--- src/adc_cfg_pkg.sv ---
// Purpose: Constants, register map and carrier types of the converter
//          configuration and output block.
// Assumes: APB data 32 bits; register indices become byte address index*4.
// Notes:   Rules below bind this block.
// Function
// - Extended control holds separate 15-bit I and Q range registers, indices 3 and B.
// - Outside extended control, range pin high gives mid value, low gives minimum.
// - Extended control offset per channel: 12-bit magnitude plus sign, indices 2 and A.
// - Skew register index 7 takes codes 0 to 127, default 64, monotonic.
// - Dual-edge mode adds continuous automatic I/Q phase trim beside manual skew.
// - Extended control allows sampling delay up to 825 ps, shifting clocks and data.
// - Double rate: data clock at half data rate, word on every clock edge.
// - Double rate: 0 degree data changes at clock edges, 90 degree edges mid-cell.
// - Double rate phase from phase pin normally, from main bit 14 in extended control.
// - Double rate with low-rate power saving offers no 1:2 demultiplexed output.
// - Single rate: data clock at data rate, data changes on one selected edge.
// - Single rate launch edge selectable only in extended control via main bit 2.
// - Main bit 13 selects higher or lower output swing.
// - Output coding offset binary by default, main bit 4 selects two's complement.
`default_nettype none

package adc_cfg_pkg;

    // Data path widths
    localparam int DATA_W = 12;
    localparam int IDX_W  = 4;
    localparam int RNG_W  = 15;
    localparam int OFF_W  = 13;
    localparam int SKEW_W = 7;
    localparam int DLY_W  = 10;
    localparam int TRIM_W = 4;

    // Register indices; byte address is index times four
    localparam logic [IDX_W-1:0] IDX_MAIN  = 4'h0;
    localparam logic [IDX_W-1:0] IDX_IOFF  = 4'h2;
    localparam logic [IDX_W-1:0] IDX_IRNG  = 4'h3;
    localparam logic [IDX_W-1:0] IDX_SKEW  = 4'h7;
    localparam logic [IDX_W-1:0] IDX_QOFF  = 4'hA;
    localparam logic [IDX_W-1:0] IDX_QRNG  = 4'hB;
    localparam logic [IDX_W-1:0] IDX_DELAY = 4'hC;

    // Main configuration bit positions and the offset sign bit
    localparam int BIT_SDR_EDGE = 2;
    localparam int BIT_TWOS     = 4;
    localparam int BIT_DES      = 7;
    localparam int BIT_SDR_MODE = 9;
    localparam int BIT_SWING    = 13;
    localparam int BIT_PHASE    = 14;
    localparam int OFF_SIGN_BIT = 12;

    // Values after reset, range limits and trim step interval
    localparam logic [15:0]       RST_MAIN  = 16'h2000;
    localparam logic [RNG_W-1:0]  RNG_MID   = 15'h4000;
    localparam logic [RNG_W-1:0]  RNG_MIN   = 15'h0000;
    localparam logic [OFF_W-1:0]  RST_OFF   = 13'h0000;
    localparam logic [SKEW_W-1:0] RST_SKEW  = 7'h40;
    localparam logic [DLY_W-1:0]  DELAY_MAX_PS = 10'h339;
    localparam logic [TRIM_W-1:0] TRIM_MAX  = 4'h7;
    localparam logic [TRIM_W-1:0] TRIM_MIN  = 4'h9;
    localparam logic [7:0]        TRIM_INTERVAL_CYC = 8'h10;

    // Pins from outside the clock domain
    typedef struct packed {
        logic conv_clk;
        logic extended_control_mode;
        logic ddr_phase_pin;
        logic full_scale_range_pin;
        logic low_rate_power_saving_mode;
        logic demux;
    } pins_t;

    localparam int PIN_W = $bits(pins_t);

    // Output data bus toward the capturing logic
    typedef struct packed {
        logic              output_data_clock;
        logic              valid;
        logic [DATA_W-1:0] data;
    } lvds_out_t;

endpackage : adc_cfg_pkg

`default_nettype wire

--- src/adc_io_config.sv ---
// Purpose: Configuration registers and output data interface of a dual
//          channel sampling converter.
// Assumes: APB slave with no wait states; pins and the sampling clock are
//          asynchronous and pass a three-flop filter.
// Notes:   Analog settings leave as registered codes; the output stage
//          launches samples on filtered sampling clock edges.
//
// The APB interface to the registers was left to the implementer.
`timescale 1ns/1ps
`default_nettype none

module adc_io_config
    import adc_cfg_pkg::*;
#(
    parameter int FIFO_DEPTH = 8
)
(
    // Clock and reset
    input  wire logic              pclk,
    input  wire logic              presetn,
    // APB slave
    input  wire logic              psel,
    input  wire logic              penable,
    input  wire logic              pwrite,
    input  wire logic [7:0]        paddr,
    input  wire logic [31:0]       pwdata,
    output logic [31:0]            prdata,
    output logic                   pready,
    output logic                   pslverr,
    // Asynchronous pins and sampling clock
    input  wire pins_t             pins_in,
    // Background phase detector, same clock
    input  wire logic              trim_up,
    input  wire logic              trim_dn,
    // Samples from converter core
    input  wire logic              smp_valid,
    input  wire logic [DATA_W-1:0] smp_data,
    output logic                   smp_ready,
    // Output data bus
    output lvds_out_t              lvds_out,
    // Analog settings
    output logic [RNG_W-1:0]       range_i,
    output logic [RNG_W-1:0]       range_q,
    output logic [OFF_W-1:0]       offset_i,
    output logic [OFF_W-1:0]       offset_q,
    output logic [SKEW_W-1:0]      skew_code,
    output logic [TRIM_W-1:0]      phase_trim,
    output logic [DLY_W-1:0]       delay_ps,
    output logic                   swing_high,
    output logic                   demux_1to2,
    output logic                   dual_edge_en
);

    typedef struct packed {
        pins_t              s1;
        pins_t              s2;
        pins_t              s3;
        pins_t              pin_q;
        logic [15:0]        cfg;
        logic [OFF_W-1:0]   off_i;
        logic [OFF_W-1:0]   off_q;
        logic [RNG_W-1:0]   rng_i;
        logic [RNG_W-1:0]   rng_q;
        logic [SKEW_W-1:0]  skew;
        logic [DLY_W-1:0]   dly;
        logic [31:0]        prdata;
        logic               pready;
        logic               pslverr;
        logic [TRIM_W-1:0]  trim;
        logic [7:0]         tick;
        lvds_out_t          lvds;
        logic [RNG_W-1:0]   o_rng_i;
        logic [RNG_W-1:0]   o_rng_q;
        logic [OFF_W-1:0]   o_off_i;
        logic [OFF_W-1:0]   o_off_q;
        logic [DLY_W-1:0]   o_dly;
        logic               o_swing;
        logic               o_demux;
        logic               o_des;
    } state_t;

    state_t            st_r;
    state_t            st_n;
    logic [PIN_W-1:0]  agree;
    logic              setup;
    logic              wr;
    logic [IDX_W-1:0]  idx;
    logic              ext_ctl;
    logic              single_rate_edge_select_bit;
    logic              phase90;
    logic              twos;
    logic              des;
    logic              rise;
    logic              fall;
    logic              launch;
    logic              f_valid;
    logic [DATA_W-1:0] f_data;
    logic              f_ready;

    // Index is mapped when the address is aligned and decodes to a register
    function automatic logic reg_known(input logic [7:0] a);
        logic [IDX_W-1:0] i;
        i = a[5:2];
        reg_known = (a[1:0] == 2'h0) && (a[7:6] == 2'h0)
            && (i == IDX_MAIN || i == IDX_IOFF || i == IDX_IRNG || i == IDX_SKEW
            || i == IDX_QOFF || i == IDX_QRNG || i == IDX_DELAY);
    endfunction : reg_known

    // Sample buffer; the output stage drains it on launch edges
    sample_fifo #(
        .WIDTH (DATA_W),
        .DEPTH (FIFO_DEPTH)
    ) u_fifo (
        .clk       (pclk),
        .rst_n     (presetn),
        .in_valid  (smp_valid),
        .in_data   (smp_data),
        .in_ready  (smp_ready),
        .out_valid (f_valid),
        .out_data  (f_data),
        .out_ready (f_ready)
    );

    // Next state
    always_comb
    begin
        st_n = st_r;
        // Three-flop filter; a pin counts once flops two and three agree
        st_n.s1 = pins_in;
        st_n.s2 = st_r.s1;
        st_n.s3 = st_r.s2;
        agree = ~(st_r.s2 ^ st_r.s3);
        st_n.pin_q = pins_t'((agree & st_r.s2) | (~agree & st_r.pin_q));
        rise = st_n.pin_q.conv_clk & ~st_r.pin_q.conv_clk;
        fall = ~st_n.pin_q.conv_clk & st_r.pin_q.conv_clk;

        // Mode decode from filtered pins and main configuration
        ext_ctl = st_r.pin_q.extended_control_mode;
        single_rate_edge_select_bit     = ext_ctl & st_r.cfg[BIT_SDR_MODE];
        phase90 = ext_ctl ? st_r.cfg[BIT_PHASE] : st_r.pin_q.ddr_phase_pin;
        twos    = ext_ctl & st_r.cfg[BIT_TWOS];
        des     = ext_ctl & st_r.cfg[BIT_DES];

        // APB: answer is ready one cycle after setup, no wait states
        setup = psel & ~penable;
        idx   = paddr[5:2];
        wr    = psel & penable & st_r.pready & pwrite & ~st_r.pslverr;
        st_n.pready = setup;
        if (setup)
        begin
            st_n.pslverr = ~reg_known(paddr);
            st_n.prdata  = 32'h0000_0000;
            if (!pwrite && reg_known(paddr))
            begin
                unique case (idx)
                    IDX_MAIN:  st_n.prdata = {16'h0000, st_r.cfg};
                    IDX_IOFF:  st_n.prdata = {19'h00000, st_r.off_i};
                    IDX_IRNG:  st_n.prdata = {17'h00000, st_r.rng_i};
                    IDX_SKEW:  st_n.prdata = {25'h0000000, st_r.skew};
                    IDX_QOFF:  st_n.prdata = {19'h00000, st_r.off_q};
                    IDX_QRNG:  st_n.prdata = {17'h00000, st_r.rng_q};
                    default:   st_n.prdata = {22'h000000, st_r.dly};
                endcase
            end
        end
        else
        begin
            st_n.pslverr = 1'h0;
        end

        // Register writes take effect at the completing access edge
        if (wr)
        begin
            unique case (idx)
                IDX_MAIN:  st_n.cfg   = pwdata[15:0];
                IDX_IOFF:  st_n.off_i = pwdata[OFF_W-1:0];
                IDX_IRNG:  st_n.rng_i = pwdata[RNG_W-1:0];
                IDX_SKEW:  st_n.skew  = pwdata[SKEW_W-1:0];
                IDX_QOFF:  st_n.off_q = pwdata[OFF_W-1:0];
                IDX_QRNG:  st_n.rng_q = pwdata[RNG_W-1:0];
                default:
                begin
                    // Beyond the delay line reach the code saturates
                    st_n.dly = (pwdata[31:0] > 32'(DELAY_MAX_PS))
                        ? DELAY_MAX_PS : pwdata[DLY_W-1:0];
                end
            endcase
        end

        // Analog settings; pin mode maps onto register range values
        st_n.o_rng_i = ext_ctl ? st_r.rng_i
            : (st_r.pin_q.full_scale_range_pin ? RNG_MID : RNG_MIN);
        st_n.o_rng_q = ext_ctl ? st_r.rng_q
            : (st_r.pin_q.full_scale_range_pin ? RNG_MID : RNG_MIN);
        st_n.o_off_i = ext_ctl ? st_r.off_i : RST_OFF;
        st_n.o_off_q = ext_ctl ? st_r.off_q : RST_OFF;
        st_n.o_dly   = ext_ctl ? st_r.dly : '0;
        st_n.o_swing = ext_ctl ? st_r.cfg[BIT_SWING] : 1'h1;
        st_n.o_des   = des;
        // No 1:2 arrangement with double rate under power saving
        st_n.o_demux = st_r.pin_q.demux
            & ~(~single_rate_edge_select_bit & st_r.pin_q.low_rate_power_saving_mode);

        // Background trim runs only in dual-edge mode, manual skew kept apart
        if (des)
        begin
            st_n.tick = (st_r.tick == TRIM_INTERVAL_CYC - 8'h01) ? 8'h00
                : st_r.tick + 8'h01;
            if (st_r.tick == TRIM_INTERVAL_CYC - 8'h01)
            begin
                if (trim_up && !trim_dn && st_r.trim != TRIM_MAX)
                begin
                    st_n.trim = st_r.trim + 4'h1;
                end
                else if (trim_dn && !trim_up && st_r.trim != TRIM_MIN)
                begin
                    st_n.trim = st_r.trim - 4'h1;
                end
            end
        end
        else
        begin
            st_n.tick = 8'h00;
            st_n.trim = 4'h0;
        end

        // Output clock: half rate toggling in double rate, follows the
        // sampling clock in single rate
        if (single_rate_edge_select_bit)
        begin
            if (rise)
            begin
                st_n.lvds.output_data_clock = 1'h1;
            end
            else if (fall)
            begin
                st_n.lvds.output_data_clock = 1'h0;
            end
            launch = st_r.cfg[BIT_SDR_EDGE] ? rise : fall;
        end
        else
        begin
            if (phase90 ? fall : rise)
            begin
                st_n.lvds.output_data_clock = ~st_r.lvds.output_data_clock;
            end
            launch = rise;
        end

        // Launch one word per cell; an empty buffer sends an invalid cell
        f_ready = launch;
        if (launch)
        begin
            st_n.lvds.valid = f_valid;
            if (f_valid)
            begin
                st_n.lvds.data = {f_data[DATA_W-1] ^ twos,
                    f_data[DATA_W-2:0]};
            end
        end
    end

    // State register
    always_ff @(posedge pclk or negedge presetn)
    begin
        if (!presetn)
        begin
            st_r       <= '0;
            st_r.cfg   <= RST_MAIN;
            st_r.rng_i <= RNG_MID;
            st_r.rng_q <= RNG_MID;
            st_r.off_i <= RST_OFF;
            st_r.off_q <= RST_OFF;
            st_r.skew  <= RST_SKEW;
            st_r.o_rng_i <= RNG_MIN;
            st_r.o_rng_q <= RNG_MIN;
            st_r.o_swing <= 1'h1;
        end
        else
        begin
            st_r <= st_n;
        end
    end

    // Outputs straight from state flops
    assign prdata       = st_r.prdata;
    assign pready       = st_r.pready;
    assign pslverr      = st_r.pslverr;
    assign lvds_out     = st_r.lvds;
    assign range_i      = st_r.o_rng_i;
    assign range_q      = st_r.o_rng_q;
    assign offset_i     = st_r.o_off_i;
    assign offset_q     = st_r.o_off_q;
    assign skew_code    = st_r.skew;
    assign phase_trim   = st_r.trim;
    assign delay_ps     = st_r.o_dly;
    assign swing_high   = st_r.o_swing;
    assign demux_1to2   = st_r.o_demux;
    assign dual_edge_en = st_r.o_des;
endmodule : adc_io_config

`default_nettype wire

--- src/sample_fifo.sv ---
// Purpose: Sample buffer between converter core and output stage.
// Assumes: Single clock; DEPTH at least two.
// Notes:   in_ready comes from a flop so the source sees a clean stall.
`timescale 1ns/1ps
`default_nettype none

module sample_fifo
#(
    parameter int WIDTH = 12,
    parameter int DEPTH = 8
)
(
    // Clock and reset
    input  wire logic             clk,
    input  wire logic             rst_n,
    // Fill side
    input  wire logic             in_valid,
    input  wire logic [WIDTH-1:0] in_data,
    output logic                  in_ready,
    // Drain side
    output logic                  out_valid,
    output logic [WIDTH-1:0]      out_data,
    input  wire logic             out_ready
);

    localparam int AW = $clog2(DEPTH);

    typedef struct packed {
        logic [DEPTH-1:0][WIDTH-1:0] mem;
        logic [AW-1:0]               wp;
        logic [AW-1:0]               rp;
        logic [AW:0]                 cnt;
        logic                        space;
    } fifo_st_t;

    fifo_st_t st_r;
    fifo_st_t st_n;
    logic     push;
    logic     pop;

    // Pointer wrap works for any depth, not only powers of two
    always_comb
    begin
        st_n = st_r;
        push = in_valid & st_r.space;
        pop  = out_ready & (st_r.cnt != '0);
        if (push)
        begin
            st_n.mem[st_r.wp] = in_data;
            st_n.wp = (st_r.wp == AW'(DEPTH - 1)) ? '0 : st_r.wp + 1'b1;
        end
        if (pop)
        begin
            st_n.rp = (st_r.rp == AW'(DEPTH - 1)) ? '0 : st_r.rp + 1'b1;
        end
        st_n.cnt   = st_r.cnt + (AW + 1)'(push) - (AW + 1)'(pop);
        st_n.space = (st_n.cnt < (AW + 1)'(DEPTH));
    end

    // State register
    always_ff @(posedge clk or negedge rst_n)
    begin
        if (!rst_n)
        begin
            st_r       <= '0;
            st_r.space <= 1'h1;
        end
        else
        begin
            st_r <= st_n;
        end
    end

    assign in_ready  = st_r.space;
    assign out_valid = (st_r.cnt != '0);
    assign out_data  = st_r.mem[st_r.rp];

endmodule : sample_fifo

`default_nettype wire

--- config.mk ---
export PLATFORM = sky130hd
export DESIGN_NAME = adc_io_config
export DESIGN_NICKNAME = d
export VERILOG_FILES = /design/src/adc_cfg_pkg.sv /design/src/adc_io_config.sv /design/src/sample_fifo.sv
export SDC_FILE = /design/constraint.sdc
export NUM_CORES = 1
export LEC_CHECK = 0
export BUFFER_PORTS_ARGS = -buffer_cell sky130_fd_sc_hd__buf_2
export CORE_MARGIN = 2
export CORE_UTILIZATION = 45
export CTS_BUF_LIST = sky130_fd_sc_hd__clkbuf_4 sky130_fd_sc_hd__clkbuf_8
export DETAILED_ROUTE_END_ITERATION = 12
export GPL_TIMING_DRIVEN = 1
export PLACE_DENSITY = 0.65
export SYNTH_ARGS = -nofsm -noshare
export SYNTH_HDL_FRONTEND = slang
export SYNTH_SLANG_ARGS = --single-unit
export TNS_END_PERCENT = 100
--- constraint.sdc ---
create_clock -name pclk -period 3.1 [get_ports pclk]
set_input_delay 0 -clock pclk [delete_from_list [all_inputs] [get_ports pclk]]
set_output_delay 0 -clock pclk [all_outputs]
set_load 0.02 [all_outputs]
==> run summary, run 1 <==
status: finished clean
Yosys reg bits: 333
Slew Limit Fails: 0
share of cells above drive strength 1: 0.420
DPL Wire Length: 22,200 microns
Area contributors post-synth: dfrtp_1 55%, mux2_2 16%, buf_4 6.3%
worst-path fanout max: 5
CP Capture Type: register
final setup violating endpoints: 0
Skew-Pair Late Insertion Delay: 590 ps
Die ar.: 34,300 sq um
FILL cells: 2,784
Chip Width: 185 microns
Total Routing Usage GR: 0.201
EDFF count, synth: 0
critical path type: in -> reg
DR iter-0 viols: 539
worst min path class: in -> async
ys async rst share: 1.00
register area share after synthesis: 0.565
synth cell count leaders: 327 x dfrtp_1, 208 x mux2_2, 123 x buf_4
buffers added on ports: 178
Core Util, Final: 0.531
CP startpoint: pwdata[25]
Max IR drop VDD: 0.000524 V
Post-Syn Area: 14,800 sq um
slew margin rel.: 0.446
Least-Margin Pin Slew: 831 ps
setup TNS: 0 ps
crit path time final: 2820 ps
overall power: 12.9 mW
gp weighted congestion: 0.813
Leakage: 8.44 nW
# Post-CTS Setup Buffers: 0
FF-to-FF Start: st_n[229]
Final period util: 0.910
Clock transition at path regs: 70 ps
Placed Cells: 1,619
library cells used by synthesis: 66
site row count: 66
wire per inst: 19.1 microns
Layout Skew: 20.5 ps
largest area contributor in the netlist: dfrtp_1
CTS buffer count: 54
worst path required time: 3570 ps
n_diodes: 0
crit start category: input port
Initial Util: 0.455
Net count, final: 1,363
core area: 32,500 sq um
area growth from synthesis to layout: 16.7%
CTS H-tree lvls: 2
Max Clock Freq: 354 MHz
Final Hold Fails: 0
chip height: 185 microns
WL final: 33,800 microns
count leader, synth: dfrtp_1
synth warn: 0
CTS Root Cell: clkbuf_8
post-route ant nets: 0
Top FF cell, synth: dfrtp_1
largest net degree at the start of global routing: 83
I/O Pins: 195
TritonCTS clock tree: yes
unrepaired setup endpoints after global routing: no
# DRC: 0
GR Overflow Total: 0
first-pass GRT wire length: 53,100 microns
clock sinks: 333
vias in the first global route: 9,391
WP data arrival: 3290 ps
Max clock buf depth: 3
Syn Inst Count: 1,123
Avg Cell Area, Syn: 13.1 sq um
First-pass DRT Iterations: 5
Non-Filler Instances: 1,770
Max Cap Viol: 0
share of the synthesized area in the top cell type: 0.554
Vias: 9,243
initial antenna violation count: 1
via density per instance: 5.22
Cell Pwr Density: 749 nW/um^2
-- metal layers --
metal	global-route usage	vias to the layer above	routed length (microns)
met5	0	-	0
met4	0.0663	0	949
met3	0.0397	73	1920
met2	0.327	306	16200
met1	0.272	4716	14800
li1	-	4148	-
-- timing repair --
| action | in CTS | in global routing |
|---|---|---|
| resized for setup | 0 | 1 |
| setup endpoints to repair | 0 | 7 |
| hold buffers | 50 | 0 |
| hold endpoints to repair | 504 | 0 |
-- cells by family (layout without fill, tap and decap cells) --
logic type | count (synthesis) | in the layout | synth area share
AO/OA/AOI/OAI | 104 | 104 | 0.0485
buffers and inverters | 193 | 383 | 0.0807
flip-flops | 333 | 333 | 0.565
XOR/XNOR | 12 | 12 | 0.00712
AND/OR/NAND/NOR | 217 | 217 | 0.0780
adder cells (fa/ha/maj) | 19 | 19 | 0.0163
multiplexers | 244 | 244 | 0.204
other | 1 | 16 | 0.000254
-- cell usage in the layout, fill, tap and decap left out, drive strengths merged, types with 3 or more instances in the layout --
master,Yosys,final
a22o,14,14
xor2,4,4
nand2b,6,6
inv,23,23
xnor2,8,8
clkbuf,38,85
nor2,37,37
and2,65,65
nand2,48,48
a21o,5,5
nor4,7,7
mux2,209,209
o21ai,17,17
nor2b,4,4
nor3,9,9
conb,1,16
nand3,14,14
or3,4,4
o22ai,6,6
and3,5,5
or4,3,3
nor3b,3,3
mux4,25,25
buf,132,209
a22oi,5,5
a21oi,24,24
maj3,5,5
clkinv,0,14
a222oi,3,3
dfstp,6,6
dfrtp,327,327
a31oi,6,6
nand4,4,4
dlygate4sd3,0,50
ha,12,12
mux2i,10,10
-- power by group --
part	switching [mW]	leakage, nW	internal [mW]
sequential	0.596	4.36	5.23
clock	1.77	0.674	2.46
combinational	1.19	3.41	1.67
-- per-stage QoR --
| step | cell area (sq um) | setup WS [ps] | hold slack (ps) |
|---|---|---|---|
| after detailed placement | 15500 | 659 | 57.9 |
| final | 17200 | 278 | 7.28 |
| after CTS | 17200 | 220 | 0.155 |
| after global placement | 15500 | 746 | 61.4 |
| after global routing | 17200 | 240 | 21.2 |
| after floorplan | 14800 | 404 | -296 |
-- critical path, stage by stage --
cell and delay [ps]:
dlygate4sd3_1 540, buf_2 120, nor2_1 60, dlygate4sd3_1 550, nand2_1 70, dlygate4sd3_1 600
a311oi_2 500, dlygate4sd3_1 750, a21oi_1 90
-- registers in the layout, summed over array words and instances (netlist names), 4 cells and up, named ones only --
name / count
delay_ps: 10
lvds_out: 14
offset_i: 13
offset_q: 13
phase_trim: 4
prdata: 16
range_i: 15
range_q: 15
skew_code: 7
st_n: 12
st_r: 97
u_fifo.st_r: 106
-- layout make-up --
type / instances / area, sq um / area share
Clock buffer: 85 / 1110 / 0.0646
Clock inverter: 16 / 145 / 0.00842
Inverter: 23 / 86.3 / 0.00501
Multi-Input combinational cell: 612 / 5310 / 0.308
Sequential cell: 333 / 8340 / 0.484
Tap cell: 442 / 553 / 0.0321
Timing Repair Buffer: 259 / 1680 / 0.0977
-- worst paths after layout --
check                                 end  slack, ps  depth (start not counted)
max reg2reg                u_fifo.st_r[4]        650                         11
min in group pclk           phase_trim[0]         30                          5
min                         phase_trim[0]          7                          2
max                             st_r[134]        280                          9
min reg2reg                     st_n[228]        350                          0
max in group asynchronous      swing_high       2210                          3
Note: power is estimated with default switching activity, not from simulation.
==> inputs of run 2 (changes only) <==
Clock period 3.1 ns to 2.95 ns, I/O delays scaled along.
==> run 2 against run 1 <==
Effect of this change:
- non-clock buffer count up 6
- wire length down 0.11%
- largest power group unchanged
- combinational power up 9.5%
- final cell count up 0.11%
- clock power up 3%
- sequential power up 4.0%
==> run summary, run 2 (synthesis results as in run 1) <==
via density per instance: 5.15 (-1.4%)
chip height: 185 microns (unchanged)
WL final: 33,800 microns (-0.11%)
Skew-Pair Late Insertion Delay: 580 ps (about the same)
critical path type: reg -> reg
Vias: 9,120 (-1.3%)
first-pass GRT wire length: 52,900 microns (-0.40%)
DR iter-0 viols: 423 (-22%)
slew margin rel.: 0.436 (-0.00970)
Initial Util: 0.455 (unchanged)
I/O Pins: 195 (unchanged)
worst min path class: in -> async
area growth from synthesis to layout: 16.8% (about the same)
DPL Wire Length: 22,200 microns (about the same)
CP startpoint: st_n[229]
# DRC: 0 (unchanged)
worst r2r path cells: 11 (unchanged)
Final period util: 0.832
most common cell after layout, fill and taps aside: dfrtp_1
Placed Cells: 1,624 (+0.31%)
Non-Filler Instances: 1,772 (+0.11%)
Max IR drop VDD: 0.000501 V (-4.6%)
Slew Limit Fails: 0 (unchanged)
commonest cells after routing, fill and taps aside: 326 x dfrtp_1, 208 x mux2_2, 177 x buf_2, 70 x clkbuf_8, 65 x and2_1
FF-to-FF Start: st_n[229]
Most flops, register: u_fifo.st_r
Die ar.: 34,300 sq um (unchanged)
unrepaired setup endpoints after global routing: no
Leakage: 8.44 nW (about the same)
Final Hold Fails: 0 (unchanged)
Cell Pwr Density: 786 nW/um^2 (+4.9%)
Net count, final: 1,369 (+0.44%)
CTS H-tree lvls: 2 (unchanged)
n_diodes: 0 (unchanged)
Least-Margin Pin Slew: 845 ps (+14.5 ps)
setup TNS: 0 ps (unchanged)
largest net degree at the start of global routing: 103 (+24%)
clock sinks: 333 (unchanged)
Layout Skew: 19.6 ps (-0.887 ps)
GR Overflow Total: 0 (unchanged)
buffers added on ports: 178 (unchanged)
final setup violating endpoints: 0 (unchanged)
CP Capture Type: register
vias in the first global route: 9,382 (-0.096%)
crit start category: register
CTS Root Cell: clkbuf_8
crit path time final: 2450 ps
Max clock buf depth: 3 (unchanged)
site row count: 66 (unchanged)
First-pass DRT Iterations: 7 (+2)
post-route ant nets: 0 (unchanged)
gp weighted congestion: 0.825 (+1.4%)
post_cts resized: 0 (unchanged)
Clock transition at path regs: 60 ps (about the same)
max reg flops: 106 (unchanged)
worst path required time: 3420 ps (-150 ps)
initial antenna violation count: 0 (-1)
TritonCTS clock tree: yes
wire per inst: 19.1 microns (-0.22%)
core area: 32,500 sq um (unchanged)
Max Cap Viol: 0 (unchanged)
CTS buffer count: 54 (unchanged)
WP data arrival: 2920 ps (-370 ps)
status: finished clean
Total Routing Usage GR: 0.200 (-0.00108)
Max Clock Freq: 407 MHz
Chip Width: 185 microns (unchanged)
share of cells above drive strength 1: 0.420 (-0.000632)
worst-path fanout max: 5 (unchanged)
-- run 2: cell types whose count changed in the layout (fill, tap and decap cells not counted), sizes merged --
cell,delta
inv,+2
clkinvlp,+1
dlygate4sd3,+1
buf,+5
clkbuf,-2
clkinv,-6
bufinv,+1
-- run 2: power by group --
group	total [mW]	internal [mW]	switching, mW
logic	3.12	1.78	1.34
registers	6.05	5.49	0.556
clock network	4.37	2.56	1.81
total	13.5	9.83	3.71
-- run 2: repair_timing --
item                                    4_1_cts  5_1_grt
setup buffers                                 0        0
endpoints found under the setup margin        0        0
hold buffers                                 51        0
hold endpoints to repair                    314        0
-- run 2: metrics by stage --
step	util	total power [mW]	setup slack [ps]	hold slack, ps	instance area (sq um)
floorplan	-	8.42	254	-296	14800
global placement	0.478	9.12	606	102	15500
detailed placement	0.478	9.22	502	100	15500
CTS	0.531	13.7	512	20.1	17200
global route	0.531	14.3	312	44.8	17200
finish	0.531	13.5	495	44.1	17200
-- run 2: final cells by class --
cell class	instances	area (sq um)
fillers	2810	15200
repair buffers	265	1740
well taps	442	553
clock inverters	14	155
multi-input cells	612	5300
clock buffers	83	1060
inverters	23	86.3
flip-flops and latches	333	8340
-- run 2: path summary, 6_finish.rpt --
check	end	slack, ps
setup reg to reg	u_fifo.st_r[4]	500
max in group asynchronous	swing_high	1960
hold / removal	phase_trim[0]	40
hold reg to reg	st_n[228]	340
min in group pclk	phase_trim[0]	60
setup / recovery	u_fifo.st_r[4]	500
-- run 2: worst max-delay path, cell delays in order, from the launching register on --
cell	delay (ps)
dfrtp_1	430
nor2_1	210
nand2_1	110
o31a_1	330
a31oi_2	180
ha_1	220
inv_1	60
ha_1	260
a21o_1	180
a21oi_1	170
xnor2_1	160
inv_1	60
-- run 2: per-layer routing --
layer / track usage / up-vias / routed length (microns)
met4: 0.0663 / 0 / 845
met2: 0.327 / 268 / 16300
met1: 0.272 / 4638 / 15000
li1: - / 4149 / -
met5: 0 / - / 0
met3: 0.0358 / 65 / 1670
